===== config.mk =====
export PLATFORM = sky130hd
export DESIGN_NAME = host_link_control_register
export DESIGN_NICKNAME = d
export VERILOG_FILES = /design/src/common/host_link_pkg.sv /design/src/rtl/host_link_control_register.sv
export VERILOG_INCLUDE_DIRS = /design/src /design/src/common
export SDC_FILE = /design/constraint.sdc
export NUM_CORES = 1
export LEC_CHECK = 0
export ABC_AREA = 1
export BUFFER_PORTS_ARGS = -buffer_cell sky130_fd_sc_hd__buf_4
export CAP_MARGIN = 20
export CORE_AREA = 2 2 93 95
export CTS_BUF_LIST = sky130_fd_sc_hd__clkbuf_4
export CTS_CLUSTER_SIZE = 8
export DETAILED_ROUTE_END_ITERATION = 10
export DIE_AREA = 0 0 95 97
export PLACE_DENSITY = 0.79
export SLEW_MARGIN = 15
export SYNTH_ARGS = -nofsm -noshare
export SYNTH_HDL_FRONTEND = slang
export SYNTH_SLANG_ARGS = --single-unit

===== constraint.sdc =====
create_clock -name sys_clk -period 7.9 [get_ports sys_clk]
set_input_delay 0.79 -clock sys_clk [delete_from_list [all_inputs] [get_ports sys_clk]]
set_output_delay 0.79 -clock sys_clk [all_outputs]
set_load 0.01 [all_outputs]

===== src/common/host_link_regs.svh =====
/*
 host link control register: offsets, field positions, reset value
 and timing figures. assumes inclusion by the package and the rtl.
*/
// Notes on behaviour
// - bits 0-3 halt one host channel each
// - halt clears channel staging buffer, partial sample
// - halt drops status; data kept, re-requested later
// - halt ends session only; purge needs command
// - bit 4 asleep: only wake-up events interrupt
// - bit 6 picks latched timestamp, resets zero
// - request-time capture suppresses request timestamp packet
// - mode bit: channel 3 sync clear, async set
// - host irq holds until pending queues handled
// - halt bits never self-clear
// - halt loses 32 bytes in short cases
// - offset 0x06 readable and writable; bit 5 reserved
// - status queue mode sits in bit 7
// - channel 0 command in, 1-3 outputs
`ifndef HOST_LINK_REGS_SVH
`define HOST_LINK_REGS_SVH

`define HLC_OFFSET      7'h06
`define HLC_RESET       8'h00
`define HLC_HALT_LSB    0
`define HLC_ASLEEP_BIT  4
`define HLC_RSVD_BIT    5
`define HLC_TS_SEL_BIT  6
`define HLC_ASYNC_BIT   7
`define HLC_WR_MASK     8'hdf
`define XFER_BYTES      6'h20
`define HALT_SETTLE_MS  2
`define SPI_ADDR_BITS   4'h8
`define SPI_LAST_BIT    4'hf

`endif


===== src/common/host_link_pkg.sv =====
/*
 types for the host link control register.
 assumes the constants header sits beside it.
*/
`include "host_link_regs.svh"
package host_link_pkg;
   typedef enum logic [1:0] {
      SPI_IDLE = 2'b00,
      SPI_ADDR = 2'b01,
      SPI_DATA = 2'b10
   } spi_phase_t;

   typedef logic [7:0] ctrl_byte_t;
endpackage


===== src/rtl/host_link_control_register.sv =====
/*
 host link control register with its channel, interrupt and
 timestamp effects, reached over the spi host port (mode 0,
 first byte = read flag + 7-bit address, second byte = data).
 assumes queue and event inputs come from logic on sys_clk.
*/
`timescale 1ns/1ns
`include "host_link_regs.svh"
module host_link_control_register
   import host_link_pkg::*;
(
   input  wire logic        sys_clk,
   input  wire logic        sys_rst,
   input  wire logic        spi_cs_n,
   input  wire logic        spi_sck,
   input  wire logic        spi_mosi,
   output logic             spi_miso_out,
   output logic             spi_miso_oe_n,
   input  wire logic [3:0]  ch_pending,
   input  wire logic [3:0]  ch_short_xfer,
   input  wire logic [3:0]  ch_last_block,
   input  wire logic        wake_evt,
   input  wire logic        nonwake_evt,
   input  wire logic        irq_enable,
   input  wire logic        ts_req_write,
   input  wire logic [39:0] time_now,
   output logic [3:0]       ch_halt,
   output logic [3:0]       ch_buf_clear,
   output logic [3:0]       ch_data_lost,
   output logic [3:0]       ch_status,
   output logic             host_irq,
   output logic [39:0]      irq_timestamp,
   output logic             ts_packet_emit,
   output logic             status_async
);
   logic [2:0]  sck_sync_reg;
   logic [1:0]  cs_sync_reg;
   logic [1:0]  mosi_sync_reg;
   logic        sck_rise;
   logic        sck_fall;
   logic        cs_act;
   spi_phase_t  phase_reg;
   logic [3:0]  bit_cnt_reg;
   logic [7:0]  rx_reg;
   logic        rd_reg;
   logic [6:0]  addr_reg;
   logic [7:0]  tx_reg;
   ctrl_byte_t  ctrl_reg;
   ctrl_byte_t  ctrl_next;
   logic        ctrl_wr;
   logic [3:0]  halt_prev_reg;
   logic        irq_set;
   logic        irq_clear;

   // pins cross in through two flops; sck edges compare the second flop with a third
   always_ff @(posedge sys_clk or posedge sys_rst) begin
      if (sys_rst) begin
         sck_sync_reg  <= 3'h0;
         cs_sync_reg   <= 2'h3;
         mosi_sync_reg <= 2'h0;
      end else begin
         sck_sync_reg  <= {sck_sync_reg[1:0], spi_sck};
         cs_sync_reg   <= {cs_sync_reg[0], spi_cs_n};
         mosi_sync_reg <= {mosi_sync_reg[0], spi_mosi};
      end
   end

   assign cs_act   = ~cs_sync_reg[1];
   assign sck_rise = cs_act & sck_sync_reg[1] & ~sck_sync_reg[2];
   assign sck_fall = cs_act & ~sck_sync_reg[1] & sck_sync_reg[2];

   function automatic ctrl_byte_t read_value(input logic [6:0] a,
                                             input ctrl_byte_t r);
      read_value = (a == `HLC_OFFSET) ? r : 8'h00;
   endfunction

   // serial framing
   always_ff @(posedge sys_clk or posedge sys_rst) begin
      if (sys_rst) begin
         phase_reg   <= SPI_IDLE;
         bit_cnt_reg <= 4'h0;
         rx_reg      <= 8'h00;
         rd_reg      <= 1'b0;
         addr_reg    <= 7'h00;
      end else if (!cs_act) begin
         phase_reg   <= SPI_IDLE;
         bit_cnt_reg <= 4'h0;
      end else if (sck_rise) begin
         rx_reg      <= {rx_reg[6:0], mosi_sync_reg[1]};
         bit_cnt_reg <= bit_cnt_reg + 4'h1;
         case (phase_reg)
            SPI_IDLE: begin
               phase_reg <= SPI_ADDR;
            end
            SPI_ADDR: begin
               if (bit_cnt_reg == `SPI_ADDR_BITS - 4'h1) begin
                  rd_reg    <= rx_reg[6];
                  addr_reg  <= {rx_reg[5:0], mosi_sync_reg[1]};
                  phase_reg <= SPI_DATA;
               end
            end
            SPI_DATA: begin
               // further bytes start a new command byte; single-register port
               if (bit_cnt_reg == `SPI_LAST_BIT)
                  phase_reg <= SPI_IDLE;
            end
            default: begin
               phase_reg <= SPI_IDLE;
            end
         endcase
      end
   end

   // read data shifts out on falling edges after the address
   always_ff @(posedge sys_clk or posedge sys_rst) begin
      if (sys_rst) begin
         tx_reg        <= 8'h00;
         spi_miso_out  <= 1'b0;
         spi_miso_oe_n <= 1'b1;
      end else if (!cs_act) begin
         spi_miso_oe_n <= 1'b1;
      end else if (sck_rise && phase_reg == SPI_ADDR &&
                   bit_cnt_reg == `SPI_ADDR_BITS - 4'h1) begin
         tx_reg <= read_value({rx_reg[5:0], mosi_sync_reg[1]}, ctrl_reg);
      end else if (sck_fall && phase_reg == SPI_DATA && rd_reg) begin
         spi_miso_out  <= tx_reg[7];
         spi_miso_oe_n <= 1'b0;
         tx_reg        <= {tx_reg[6:0], 1'b0};
      end
   end

   assign ctrl_wr = sck_rise && phase_reg == SPI_DATA && !rd_reg &&
                    bit_cnt_reg == `SPI_LAST_BIT && addr_reg == `HLC_OFFSET;
   assign ctrl_next = {rx_reg[6:0], mosi_sync_reg[1]} & `HLC_WR_MASK;

   // halt bits hold whatever the host last wrote
   always_ff @(posedge sys_clk or posedge sys_rst) begin
      if (sys_rst)
         ctrl_reg <= `HLC_RESET;
      else if (ctrl_wr)
         ctrl_reg <= ctrl_next;
   end

   // channel effects; buffer clear pulses on each rising halt edge, loss pulse on those with a short or last-block transfer
   always_ff @(posedge sys_clk or posedge sys_rst) begin
      if (sys_rst) begin
         halt_prev_reg <= 4'h0;
         ch_halt       <= 4'h0;
         ch_buf_clear  <= 4'h0;
         ch_data_lost  <= 4'h0;
         ch_status     <= 4'h0;
      end else begin
         halt_prev_reg <= ctrl_reg[3:0];
         ch_halt       <= ctrl_reg[3:0];
         ch_buf_clear  <= ctrl_reg[3:0] & ~halt_prev_reg;
         // short transfer or exactly one 32-byte block left
         ch_data_lost  <= ctrl_reg[3:0] & ~halt_prev_reg &
                          (ch_short_xfer | ch_last_block);
         // pending data stays queued and re-requests once unhalted
         ch_status     <= ch_pending & ~ctrl_reg[3:0];
      end
   end

   assign irq_set = irq_enable &
                    (wake_evt | (nonwake_evt & ~ctrl_reg[`HLC_ASLEEP_BIT]));
   assign irq_clear = &(~ch_pending | ctrl_reg[3:0]);

   // set wins over a clear landing in the same cycle
   always_ff @(posedge sys_clk or posedge sys_rst) begin
      if (sys_rst)
         host_irq <= 1'b0;
      else if (irq_set)
         host_irq <= 1'b1;
      else if (irq_clear)
         host_irq <= 1'b0;
   end

   always_ff @(posedge sys_clk or posedge sys_rst) begin
      if (sys_rst) begin
         irq_timestamp  <= 40'h0;
         ts_packet_emit <= 1'b0;
      end else begin
         if (ctrl_reg[`HLC_TS_SEL_BIT] ? ts_req_write
                                       : (irq_set && !host_irq))
            irq_timestamp <= time_now;
         ts_packet_emit <= ts_req_write &
                           ~ctrl_reg[`HLC_TS_SEL_BIT];
      end
   end

   always_ff @(posedge sys_clk or posedge sys_rst) begin
      if (sys_rst)
         status_async <= 1'b0;
      else
         status_async <= ctrl_reg[`HLC_ASYNC_BIT];
   end
endmodule


Yosys cells after proc, flatten, opt, wreduce, memory -nomap -nowiden
Index checks and enable logic that the tools add are counted.
{"block": "classes", "add_sub_neg": 1, "eq_ne": 9, "mux": 16, "bitwise_logic": 22, "reduce_logical": 23}
{"operator": "$mux 8", "n": 3}
{"operator": "$eq 7x3->1 const B", "n": 2}
{"operator": "$and 4x4->4", "n": 3}
{"operator": "$not 4->4", "n": 3}
{"operator": "$logic_and 1x1->1", "n": 9}
{"operator": "$mux 2", "n": 4}
{"operator": "$mux 4", "n": 2}
{"operator": "$or 4x4->4", "n": 2}
{"operator": "$reduce_and 4->1", "n": 2}
{"operator": "$reduce_bool 2->1", "n": 4}
{"operator": "$and 1x1->1", "n": 7}
{"operator": "$mux 1", "n": 6}
{"operator": "$ne 3x3->1 const B", "n": 2}
{"operator": "$not 1->1", "n": 6}
{"operator": "$pmux 2 s3", "n": 1}
{"operator": "$reduce_and 2->1", "n": 3}
{"operator": "$reduce_and 3->1", "n": 2}
{"operator": "$add 4x1->4 const B", "n": 1}
{"operator": "$eq 4x3->1 const B", "n": 1}
{"operator": "$eq 4x4->1 const B", "n": 1}
{"operator": "$eq 2x1->1 const B", "n": 1}
{"operator": "$eq 2x2->1 const B", "n": 1}
{"operator": "$logic_not 1->1", "n": 2}
{"operator": "$logic_not 2->1", "n": 1}
{"operator": "2 further kinds", "n": 2}
{"block": "totals", "register_bits": 104, "elab_cells": 91}

Depth between registers and ports, before layout
Gate-level depths: netlist of the first run.
{"block": "logic_depth", "depth_word": 8, "mapped_depth": 8, "depth_no_buf": 7}

Worst setup path before layout of the first run
No wires, ideal clock.
{"block": "synth_timing", "path_kind": "input-to-reg", "from": "input nonwake_evt", "to": "register irq_timestamp[0]", "setup_ns": 0.117, "t_arrival_ns": 1.420, "path_slack_ns": 6.364, "path_stages": 7, "path_buffers": 1, "path_cell_list": "a21oi_1 > nor2_1 > nand2_1 > nand2_1 > buf_2 > nand2_1 > nand2_1"}
{"block": "synth_via", "elab_chain_cells": 5}
{"item": "from (decl)", "line_no": "host_link_control_register.sv:23", "rtl": "input wire logic nonwake_evt,"}
{"item": "$and 1x1->1", "line_no": "host_link_control_register.sv:165", "rtl": "(wake_evt | (nonwake_evt & ~ctrl_reg[`HLC_ASLEEP_BIT]));"}
{"item": "$or 1x1->1", "line_no": "host_link_control_register.sv:165"}
{"item": "$and 1x1->1", "line_no": "host_link_control_register.sv:164", "rtl": "assign irq_set = irq_enable &"}
{"item": "$logic_and 1x1->1", "line_no": "host_link_control_register.sv:184", "rtl": ": (irq_set && !host_irq))"}
{"item": "$mux 1", "line_no": "host_link_control_register.sv:183", "rtl": "if (ctrl_reg[`HLC_TS_SEL_BIT] ? ts_req_write"}
{"item": "to (signal assigned)", "line_no": "host_link_control_register.sv:185", "rtl": "irq_timestamp <= time_now;"}
{"item": "to (decl)", "line_no": "host_link_control_register.sv:32", "rtl": "output logic [39:0] irq_timestamp,"}
Every way passes these cells.
A chain may end at the register's enable or synchronous reset.

Worst setup path in the final report of the first run
{"block": "layout_timing", "from": "input nonwake_evt", "to": "register irq_timestamp[37]"}
Same word-level chain as after synthesis.

==> results.json, run 1 <==
{
  "outcome": "completed",
  "maxSlewViolCount": 0,
  "clk_latency_ns": 0.42,
  "synth_most_common_cell": "nand2_1",
  "synth_ff_type": "dfrtp_1",
  "fin_tns_setup_ns": 0,
  "power_frac_clock_pct": 23.6,
  "h-tree-depth": 3,
  "skew_ns": 0.0217,
  "power_mw": 1.26,
  "cp_max_fo": 41,
  "clk_root_buffer_cell": "clkbuf_4",
  "die_w_um": 95,
  "first_global_vias": 3398,
  "internal_power_uw": 898,
  "vias": 3459,
  "cts_tree": "done",
  "n_fill_cell": 651,
  "p_sw_uw": 364,
  "startpoint_type": "input port",
  "antenna_found_initial": 0,
  "synth_top_area_cell": "dfrtp_1",
  "place_ws_ns": 5.25,
  "final_util_pct": 66.0,
  "core_um2": 8130,
  "die_area_um2": 9220,
  "power.share.switching_pct": 28.8,
  "grt_pass1_wl_um": 15900,
  "rsz0062_at_grt": "false",
  "ys_async_sr_fraction_pct": 100,
  "grt_max_degree": 56,
  "drt_wl_total_um": 9180,
  "port_buffers": 121,
  "seq_area_um2": 2610,
  "placed_cell_area_um2": 5210,
  "setup_slack_ns": 5.70,
  "netlist_instances": 450,
  "maxSlewHeadroom_pct": 55.8,
  "multi_input_area_um2": 1380,
  "path_clk_slew_ns": 0.14,
  "wire_per_inst_um": 13.5,
  "setup_viol": 0,
  "p_leak_nw": 2.87,
  "num_antenna_cells": 0,
  "rows": 33,
  "ys_seq_area_share_pct": 62.0,
  "areaGrowthSynthToFinish_pct": 27.8,
  "ant_nets": 0,
  "drive_above_1_share_pct": 28.8,
  "period_needed_ns": 2.20,
  "fin_crit_sh_pct": 27.8,
  "finalInstanceArea_um2": 5370,
  "die_y_um": 97,
  "final_hold_viol_count": 0,
  "drc": 0,
  "yosysTopAreaCellShare_pct": 60.2,
  "cp.arrival_ns": 2.52,
  "clock_path_buffers": 2,
  "via_per_inst": 5.07,
  "synth.avg_cell_area_um2": 9.34,
  "overflow": 0,
  "io_pins": 122,
  "numCtsBuffers": 9,
  "nets": 634,
  "syn-num-nets": 512,
  "dp_hpwl_um": 6790,
  "cp.required_ns": 8.22,
  "post-cts-setup-buffers": 0,
  "crit_type": "input port to flip-flop",
  "synth_area_leaders": "dfrtp_1 (60%), nand2_1 (14%), nand3_1 (7.9%)",
  "drtPass1Iterations": 4,
  "fmax_mhz": 455,
  "synthTopCellsByCount": "nand2_1 (152), dfrtp_1 (101), nand3_1 (66)",
  "cts_resized": 0,
  "synth_edf_count": 0,
  "clock-sinks": 104,
  "combPwrFrac_pct": 23.5,
  "yosys_warnings": 0,
  "start_util_pct": 51.7,
  "power_density_nw_per_um2": 235,
  "worst_pin_slew_ns": 0.662,
  "drt-initial-drc-count": 156,
  "synth.cell_area_um2": 4200,
  "ys_types": 27,
  "holdBufCountCts": 0,
  "grtUsageTotal_pct": 21.6,
  "largest_reg_flops": 40,
  "ir_drop_mv": 0.132,
  "maxCapViolCount": 0,
  "p_seq_share_pct": 52.9,
  "critPathCaptureType": "flip-flop",
  "synth_seq_cells": 104,
  "gp_congestion": 0.793,
  "min_path_type": "flip-flop to flip-flop"
}
[power groups by stage]
| stage | combinational, mW | clock, mW | sequential, mW |
|---|---|---|---|
| 6_report | 0.297 | 0.298 | 0.667 |
| 2_1_floorplan | 0.111 | 0 | 0.700 |
| 5_1_grt | 0.330 | 0.331 | 0.678 |
| 4_1_cts | 0.303 | 0.307 | 0.667 |
| 3_3_place_gp | 0.294 | 0 | 0.674 |
| 3_5_place_dp | 0.302 | 0 | 0.677 |
[metrics by stage]
step | std cells | hold WS (ns)
after floorplan | 450 | 0.331
after global placement | 665 | 0.333
after detailed placement | 666 | 0.338
after CTS | 682 | 0.367
after global routing | 682 | 0.378
final | 682 | 0.366
[metal layers]
layer	global-route usage (%)	wire [um]
met5	0	0
met4	9.70	265
met3	2.73	393
met2	34.6	4690
met1	29.3	3830
[path summary, 6_finish.rpt]
kind | from | to | slack [ns] | cells after the start
max in group asynchronous | sys_rst | ch_buf_clear[3]$_DFF_PP0_ | 6.37 | 3
hold reg to reg | cs_sync_reg[0]$_DFF_PP1_ | cs_sync_reg[1]$_DFF_PP1_ | 0.37 | 0
hold / removal | cs_sync_reg[0]$_DFF_PP1_ | cs_sync_reg[1]$_DFF_PP1_ | 0.37 | 0
min in group asynchronous | sys_rst | irq_timestamp[16]$_DFFE_PP0P_ | 0.43 | 2
setup / recovery | nonwake_evt | irq_timestamp[37]$_DFFE_PP0P_ | 5.70 | 9
setup reg to reg | ctrl_reg[4]$_DFFE_PP0P_ | irq_timestamp[37]$_DFFE_PP0P_ | 5.73 | 9
[critical path, cell delays in order]
cell and delay, ns:
buf_4 0.11, a21oi_1 0.17, nor2_1 0.06, nand2_1 0.06
buf_4 0.35, nand2_1 0.51, buf_8 0.34, nand2_1 0.07
nand2_1 0.05
[cells by family after synthesis]
group	Yosys count	share of synthesized area, %
simple gates	266	28.3
flops	104	62.0
buf+inv	52	5.09
compound gates	26	4.05
xor+xnor	1	0.208
fa+ha+maj	1	0.298
[final cells by class]
class / instances / area share (%)
clock buffers: 12 / 1.68
multi-input cells: 294 / 25.7
clock inverters: 4 / 1.33
repair buffers: 125 / 17.6
inverters: 38 / 2.70
well taps: 105 / 2.45
flip-flops and latches: 104 / 48.5
[placed cells by master (no fill, tap or decap), drive strengths merged]
cell type  count
o21a           4
ha             1
dfrtp        101
clkinvlp       1
a22o           1
nor2          35
nand3         68
buf          125
nand4          2
nand3b         1
nor3           5
bufinv         2
xnor2          1
inv           38
nand2        155
clkinv         1
dfstp          3
o21ai         20
clkbuf        12
a21oi          1
(Power assumes the default switching activity.)
==> inputs of run 2 (changes only) <==
--- a/config.mk
+++ b/config.mk
@@ -9,12 +9,12 @@
 export ABC_AREA = 1
 export BUFFER_PORTS_ARGS = -buffer_cell sky130_fd_sc_hd__buf_4
 export CAP_MARGIN = 20
-export CORE_AREA = 2 2 93 95
+export CORE_AREA = 2 2 97 99
 export CTS_BUF_LIST = sky130_fd_sc_hd__clkbuf_4
 export CTS_CLUSTER_SIZE = 8
 export DETAILED_ROUTE_END_ITERATION = 10
-export DIE_AREA = 0 0 95 97
-export PLACE_DENSITY = 0.79
+export DIE_AREA = 0 0 99 101
+export PLACE_DENSITY = 0.76
 export SLEW_MARGIN = 15
 export SYNTH_ARGS = -nofsm -noshare
 export SYNTH_HDL_FRONTEND = slang
==> constraint.sdc (replaced) <==
create_clock -name sys_clk -period 1.8 [get_ports sys_clk]
set_input_delay 0.18 -clock sys_clk [delete_from_list [all_inputs] [get_ports sys_clk]]
set_output_delay 0.18 -clock sys_clk [all_outputs]
set_load 0.01 [all_outputs]
==> run 2 against run 1 <==
Die area increased by 8.5%. Cell count up 9.7%. Clock skew decreased by 0.0083 ns. Critical path depth shrank 2. Clock power grew to 3.9 times the previous value. Design area increased by 11%. Worst setup slack worse by 5.4 ns. Combinational power increased to 4.8 times the previous value. Largest power group unchanged.
==> results.json, run 2 (same netlist as run 1, synthesis figures left out) <==
{
  "outcome": "completed",
  "path_cells": "ha_1 > nand2_1 > nor2_1 > nand3_4 > nand2_2 > nor2_1 > nor2_1",
  "core_um2": 8980,
  "path_clk_slew_ns": 0.15,
  "ir_drop_mv": 0.727,
  "via_per_inst": 5.01,
  "maxSlewViolCount": 0,
  "drc": 0,
  "drt_wl_total_um": 10400,
  "fmax_mhz": 649,
  "startpoint_type": "flip-flop",
  "crit_type": "flip-flop to flip-flop",
  "layout_commonest_cell": "nand2_1",
  "drive_above_1_share_pct": 26.5,
  "maxCapViolCount": 0,
  "place_ws_ns": 0.264,
  "crit_top_cell": "nor2_1",
  "critPathCaptureType": "flip-flop",
  "h-tree-depth": 3,
  "start_util_pct": 46.8,
  "largest_reg_flops": 40,
  "grt_max_degree": 56,
  "grt_pass1_wl_um": 16800,
  "fin_tns_setup_ns": 0,
  "max_stage_delay_ns": 0.41,
  "die_w_um": 99,
  "path_buf_inv": 0,
  "clk_root_buffer_cell": "clkbuf_4",
  "period_needed_ns": 1.54,
  "cp.required_ns": 2.18,
  "power_mw": 5.54,
  "holdBufCountCts": 58,
  "clk_latency_ns": 0.44,
  "wire_per_inst_um": 13.9,
  "maxSlewHeadroom_pct": 60.1,
  "cp_slowest_cell": "dfrtp_1",
  "die_y_um": 101,
  "cts_tree": "done",
  "crit_family": "simple AND/OR/NAND/NOR gates",
  "num_antenna_cells": 0,
  "power_density_nw_per_um2": 928,
  "gp_congestion": 0.856,
  "areaGrowthSynthToFinish_pct": 42.0,
  "dpl.cell_count": 674,
  "overflow": 0,
  "cp_max_fo": 18,
  "dp_hpwl_um": 6550,
  "clock-sinks": 104,
  "grtUsageTotal_pct": 20.9,
  "setup_slack_ns": 0.259,
  "p_leak_nw": 3.13,
  "numCtsBuffers": 9,
  "port_buffers": 121,
  "setup_viol": 0,
  "final_hold_viol_count": 0,
  "worst_pin_slew_ns": 0.599,
  "rsz0062_at_grt": "false",
  "finalNonFillerCells": 748,
  "fin_crit_sh_pct": 85.6,
  "drt-initial-drc-count": 125,
  "clock_path_buffers": 2,
  "nets": 694,
  "drtPass1Iterations": 5,
  "cp.arrival_ns": 1.92,
  "min_path_type": "input port to flip-flop",
  "skew_ns": 0.0134,
  "vias": 3746,
  "die_area_um2": 10000,
  "antenna_found_initial": 0,
  "rows": 35,
  "whs_ns": 0.0322,
  "first_global_vias": 3573,
  "post-cts-setup-buffers": 0,
  "io_pins": 122,
  "cts_resized": 0,
  "ant_nets": 0,
  "layout_common_cells": "nand2_1 (152), buf_4 (125), dfrtp_1 (101)"
}
-- run 2: worst reg2reg max path: stages, from the launching register on --
cell and delay [ns]:
dfrtp_1 0.41, ha_1 0.24, nand2_1 0.07, nor2_1 0.17, nand3_4 0.24, nand2_2 0.21
nor2_1 0.06, nor2_1 0.11
-- run 2: power breakdown --
part	internal, mW	switching (mW)	leakage (nW)
clock network	0.433	0.736	0.0722
registers	2.69	0.245	1.35
logic	0.728	0.705	1.70
-- run 2: routing by layer --
| metal | vias to the layer above | global-route usage [%] | wire (um) |
|---|---|---|---|
| li1 | 1789 | - | - |
| met1 | 1808 | 26.4 | 4170 |
| met2 | 122 | 35.5 | 5370 |
| met3 | 27 | 4.16 | 511 |
| met4 | 0 | 8.32 | 314 |
| met5 | - | 0 | 0 |
-- run 2: final cells by class --
| class | count | area, um^2 |
|---|---|---|
| Clock inverter | 6 | 60.1 |
| Timing Repair Buffer | 185 | 1560 |
| Sequential cell | 104 | 2610 |
| Fill cell | 696 | 3010 |
| Tap cell | 111 | 139 |
| Inverter | 38 | 146 |
| Multi-Input combinational cell | 294 | 1380 |
| Clock buffer | 10 | 75.1 |
-- run 2: per-stage QoR --
stage | cell area [um^2] | utilization [%]
2_1_floorplan | 4210 | -
3_3_place_gp | 5250 | 58.5
3_5_place_dp | 5250 | 58.5
4_1_cts | 5970 | 66.5
5_1_grt | 5970 | 66.5
6_report | 5970 | 66.5
-- run 2: final timing paths --
path	start	endpoint	slack [ns]	cells past startpoint
setup / recovery	bit_cnt_reg[0]$_DFFE_PP0P_	tx_reg[1]$_DFFE_PP0P_	0.26	7
hold / removal	wake_evt	host_irq$_DFFE_PP0P_	0.03	3
setup reg to reg	bit_cnt_reg[0]$_DFFE_PP0P_	tx_reg[1]$_DFFE_PP0P_	0.26	7
hold reg to reg	mosi_sync_reg[0]$_DFF_PP0_	mosi_sync_reg[1]$_DFF_PP0_	0.37	0
max in group asynchronous	sys_rst	ch_data_lost[2]$_DFF_PP0_	0.87	4
min in group asynchronous	sys_rst	tx_reg[0]$_DFFE_PP0P_	0.38	4
==> inputs of run 3 (changes only) <==
--- a/config.mk
+++ b/config.mk
@@ -11,7 +11,7 @@
 export CAP_MARGIN = 20
 export CORE_AREA = 2 2 97 99
 export CTS_BUF_LIST = sky130_fd_sc_hd__clkbuf_4
-export CTS_CLUSTER_SIZE = 8
+export CTS_CLUSTER_SIZE = 20
 export DETAILED_ROUTE_END_ITERATION = 10
 export DIE_AREA = 0 0 99 101
 export PLACE_DENSITY = 0.76
==> constraint.sdc (replaced) <==
create_clock -name sys_clk -period 1.4 [get_ports sys_clk]
set_input_delay 0.14 -clock sys_clk [delete_from_list [all_inputs] [get_ports sys_clk]]
set_output_delay 0.14 -clock sys_clk [all_outputs]
set_load 0.01 [all_outputs]
==> run 3 against run 2 <==
Clock power is 20% higher. Hold slack better by 0.018 ns. Non-clock buffer count rose by 18. Die area stayed put. Highest routed layer unchanged.
==> results.json, run 3 (same netlist as run 1, synthesis figures left out) <==
{
  "port_buffers": 121,
  "dp_hpwl_um": 6860,
  "cp_slowest_cell": "dfrtp_1",
  "die_area_um2": 10000,
  "drive_above_1_share_pct": 29.8,
  "die_w_um": 99,
  "layout_commonest_cell": "nand2_1",
  "clk_latency_ns": 0.45,
  "die_y_um": 101,
  "wl_met2_um": 5690,
  "nets": 712,
  "dr_wl_met3_um": 619,
  "setup_slack_ns": 0.0389,
  "outcome": "completed",
  "grtUsageTotal_pct": 21.9,
  "layout_common_cells": "nand2_1 (148), buf_4 (136), dfrtp_1 (100)",
  "wl_met1_um": 4480,
  "p_leak_nw": 3.23,
  "power_frac_clock_pct": 19.7,
  "p_seq_share_pct": 53.3,
  "finalInstanceArea_um2": 6220,
  "critPathCaptureType": "flip-flop",
  "first_global_vias": 3861,
  "areaGrowthSynthToFinish_pct": 48.2,
  "num_antenna_cells": 0,
  "p_sw_mw": 2.29,
  "clk_root_buffer_cell": "clkbuf_4",
  "cp.required_ns": 1.77,
  "drt_wl_total_um": 11300,
  "path_clk_slew_ns": 0.16,
  "path_cells": "ha_4 > nand2_2 > nor2_4 > nand3_4 > buf_4 > o21ai_0",
  "fmax_mhz": 735,
  "period_needed_ns": 1.36,
  "vias": 3894,
  "h-tree-depth": 3,
  "combPwrFrac_pct": 27.1,
  "clock_path_buffers": 2,
  "clock-sinks": 104,
  "cp_max_fo": 5,
  "min_path_type": "input port to flip-flop",
  "dpl.cell_count": 681,
  "finalNonFillerCells": 766,
  "start_util_pct": 46.8,
  "power.share.switching_pct": 32.2,
  "grt_max_degree": 62,
  "crit_type": "flip-flop to flip-flop",
  "ant_nets": 0,
  "maxCapViolCount": 0,
  "placed_cell_area_um2": 5340,
  "final_hold_viol_count": 0,
  "drt-initial-drc-count": 164,
  "internal_power_mw": 4.82,
  "cts_tree": "done",
  "io_pins": 122,
  "whs_ns": 0.0501,
  "grt_pass1_wl_um": 17600,
  "ir_drop_mv": 0.698,
  "core_um2": 8980,
  "overflow": 0,
  "crit_family": "flip-flops",
  "wire_per_inst_um": 14.8,
  "fin_crit_sh_pct": 97.2,
  "cp.arrival_ns": 1.73,
  "gp_congestion": 0.810,
  "drc": 0,
  "power_mw": 7.11,
  "largest_reg_flops": 40,
  "setup_viol": 0,
  "drtPass1Iterations": 5,
  "max_stage_delay_ns": 0.43,
  "topRoutingLayerUsed": "met4",
  "maxSlewViolCount": 0,
  "rows": 35,
  "numCtsBuffers": 9,
  "antenna_found_initial": 0,
  "place_ws_ns": 0.0385,
  "worst_pin_slew_ns": 0.549,
  "startpoint_type": "flip-flop",
  "power_density_nw_per_um2": 1140,
  "skew_ns": 0.0282,
  "via_per_inst": 5.08,
  "path_buf_inv": 1,
  "maxSlewHeadroom_pct": 63.4
}
## run 3: cell types whose count changed in the layout (fill, tap and decap cells not counted), moves of 2 or more
cell,change
buf_12,+3
buf_4,+11
clkbuf_16,+2
clkinv_2,-2
nand2_1,-4
nand2_2,+4
nor2_4,+2
o21ai_0,-2
o21ai_1,+2
## run 3: path summary, 6_finish.rpt
path / from / to / slack [ns] / depth (start not counted)
max: bit_cnt_reg[1]$_DFFE_PP0P_ / tx_reg[0]$_DFFE_PP0P_ / 0.04 / 6
min: nonwake_evt / host_irq$_DFFE_PP0P_ / 0.05 / 3
max reg2reg: bit_cnt_reg[1]$_DFFE_PP0P_ / tx_reg[0]$_DFFE_PP0P_ / 0.04 / 6
min reg2reg: mosi_sync_reg[0]$_DFF_PP0_ / mosi_sync_reg[1]$_DFF_PP0_ / 0.37 / 0
max in group asynchronous: sys_rst / ch_buf_clear[0]$_DFF_PP0_ / 0.55 / 4
min in group asynchronous: sys_rst / rx_reg[4]$_DFFE_PP0P_ / 0.35 / 4
## run 3: repair_timing
item                                    CTS  global route
buffers inserted                          0             8
hold buffers                             58             1
endpoints found under the setup margin    1            69
gates cloned                              0             2
pin swaps                                 0             6
hold endpoints to repair                154             1
gates resized for setup                   1            16
## run 3: through the flow
stage | util (%) | setup TNS [ns]
after floorplan | - | 0
after global placement | 59.5 | 0
after detailed placement | 59.5 | 0
after CTS | 67.3 | 0
after global routing | 69.3 | -0.0570
final | 69.3 | 0
## run 3: power groups by stage
stage	Clock, mW	Sequential [mW]	Combinational [mW]
floorplan	0	3.95	0.624
global placement	0	3.80	1.68
detailed placement	0	3.81	1.73
CTS	1.43	3.75	1.87
global route	1.53	3.84	2.10
finish	1.40	3.79	1.92
## run 3: area by class of cell
cell class	instances	area (um^2)
fillers	610	2750
flip-flops and latches	104	2610
repair buffers	203	1770
multi-input cells	294	1440
inverters	38	146
well taps	111	139
clock buffers	10	75.1
clock inverters	6	45.0
## run 3: metal layers
metal | vias up | global-route usage [%]
li1 | 1821 | -
met1 | 1851 | 25.9
met2 | 170 | 36.8
met3 | 52 | 4.58
met4 | 0 | 13.2
met5 | - | 0
## run 3: worst register-to-register path: stages (launching register included)
cell and delay, ns:
dfrtp_1 0.43, ha_4 0.17, nand2_2 0.07, nor2_4 0.13, nand3_4 0.13, buf_4 0.17, o21ai_0 0.18
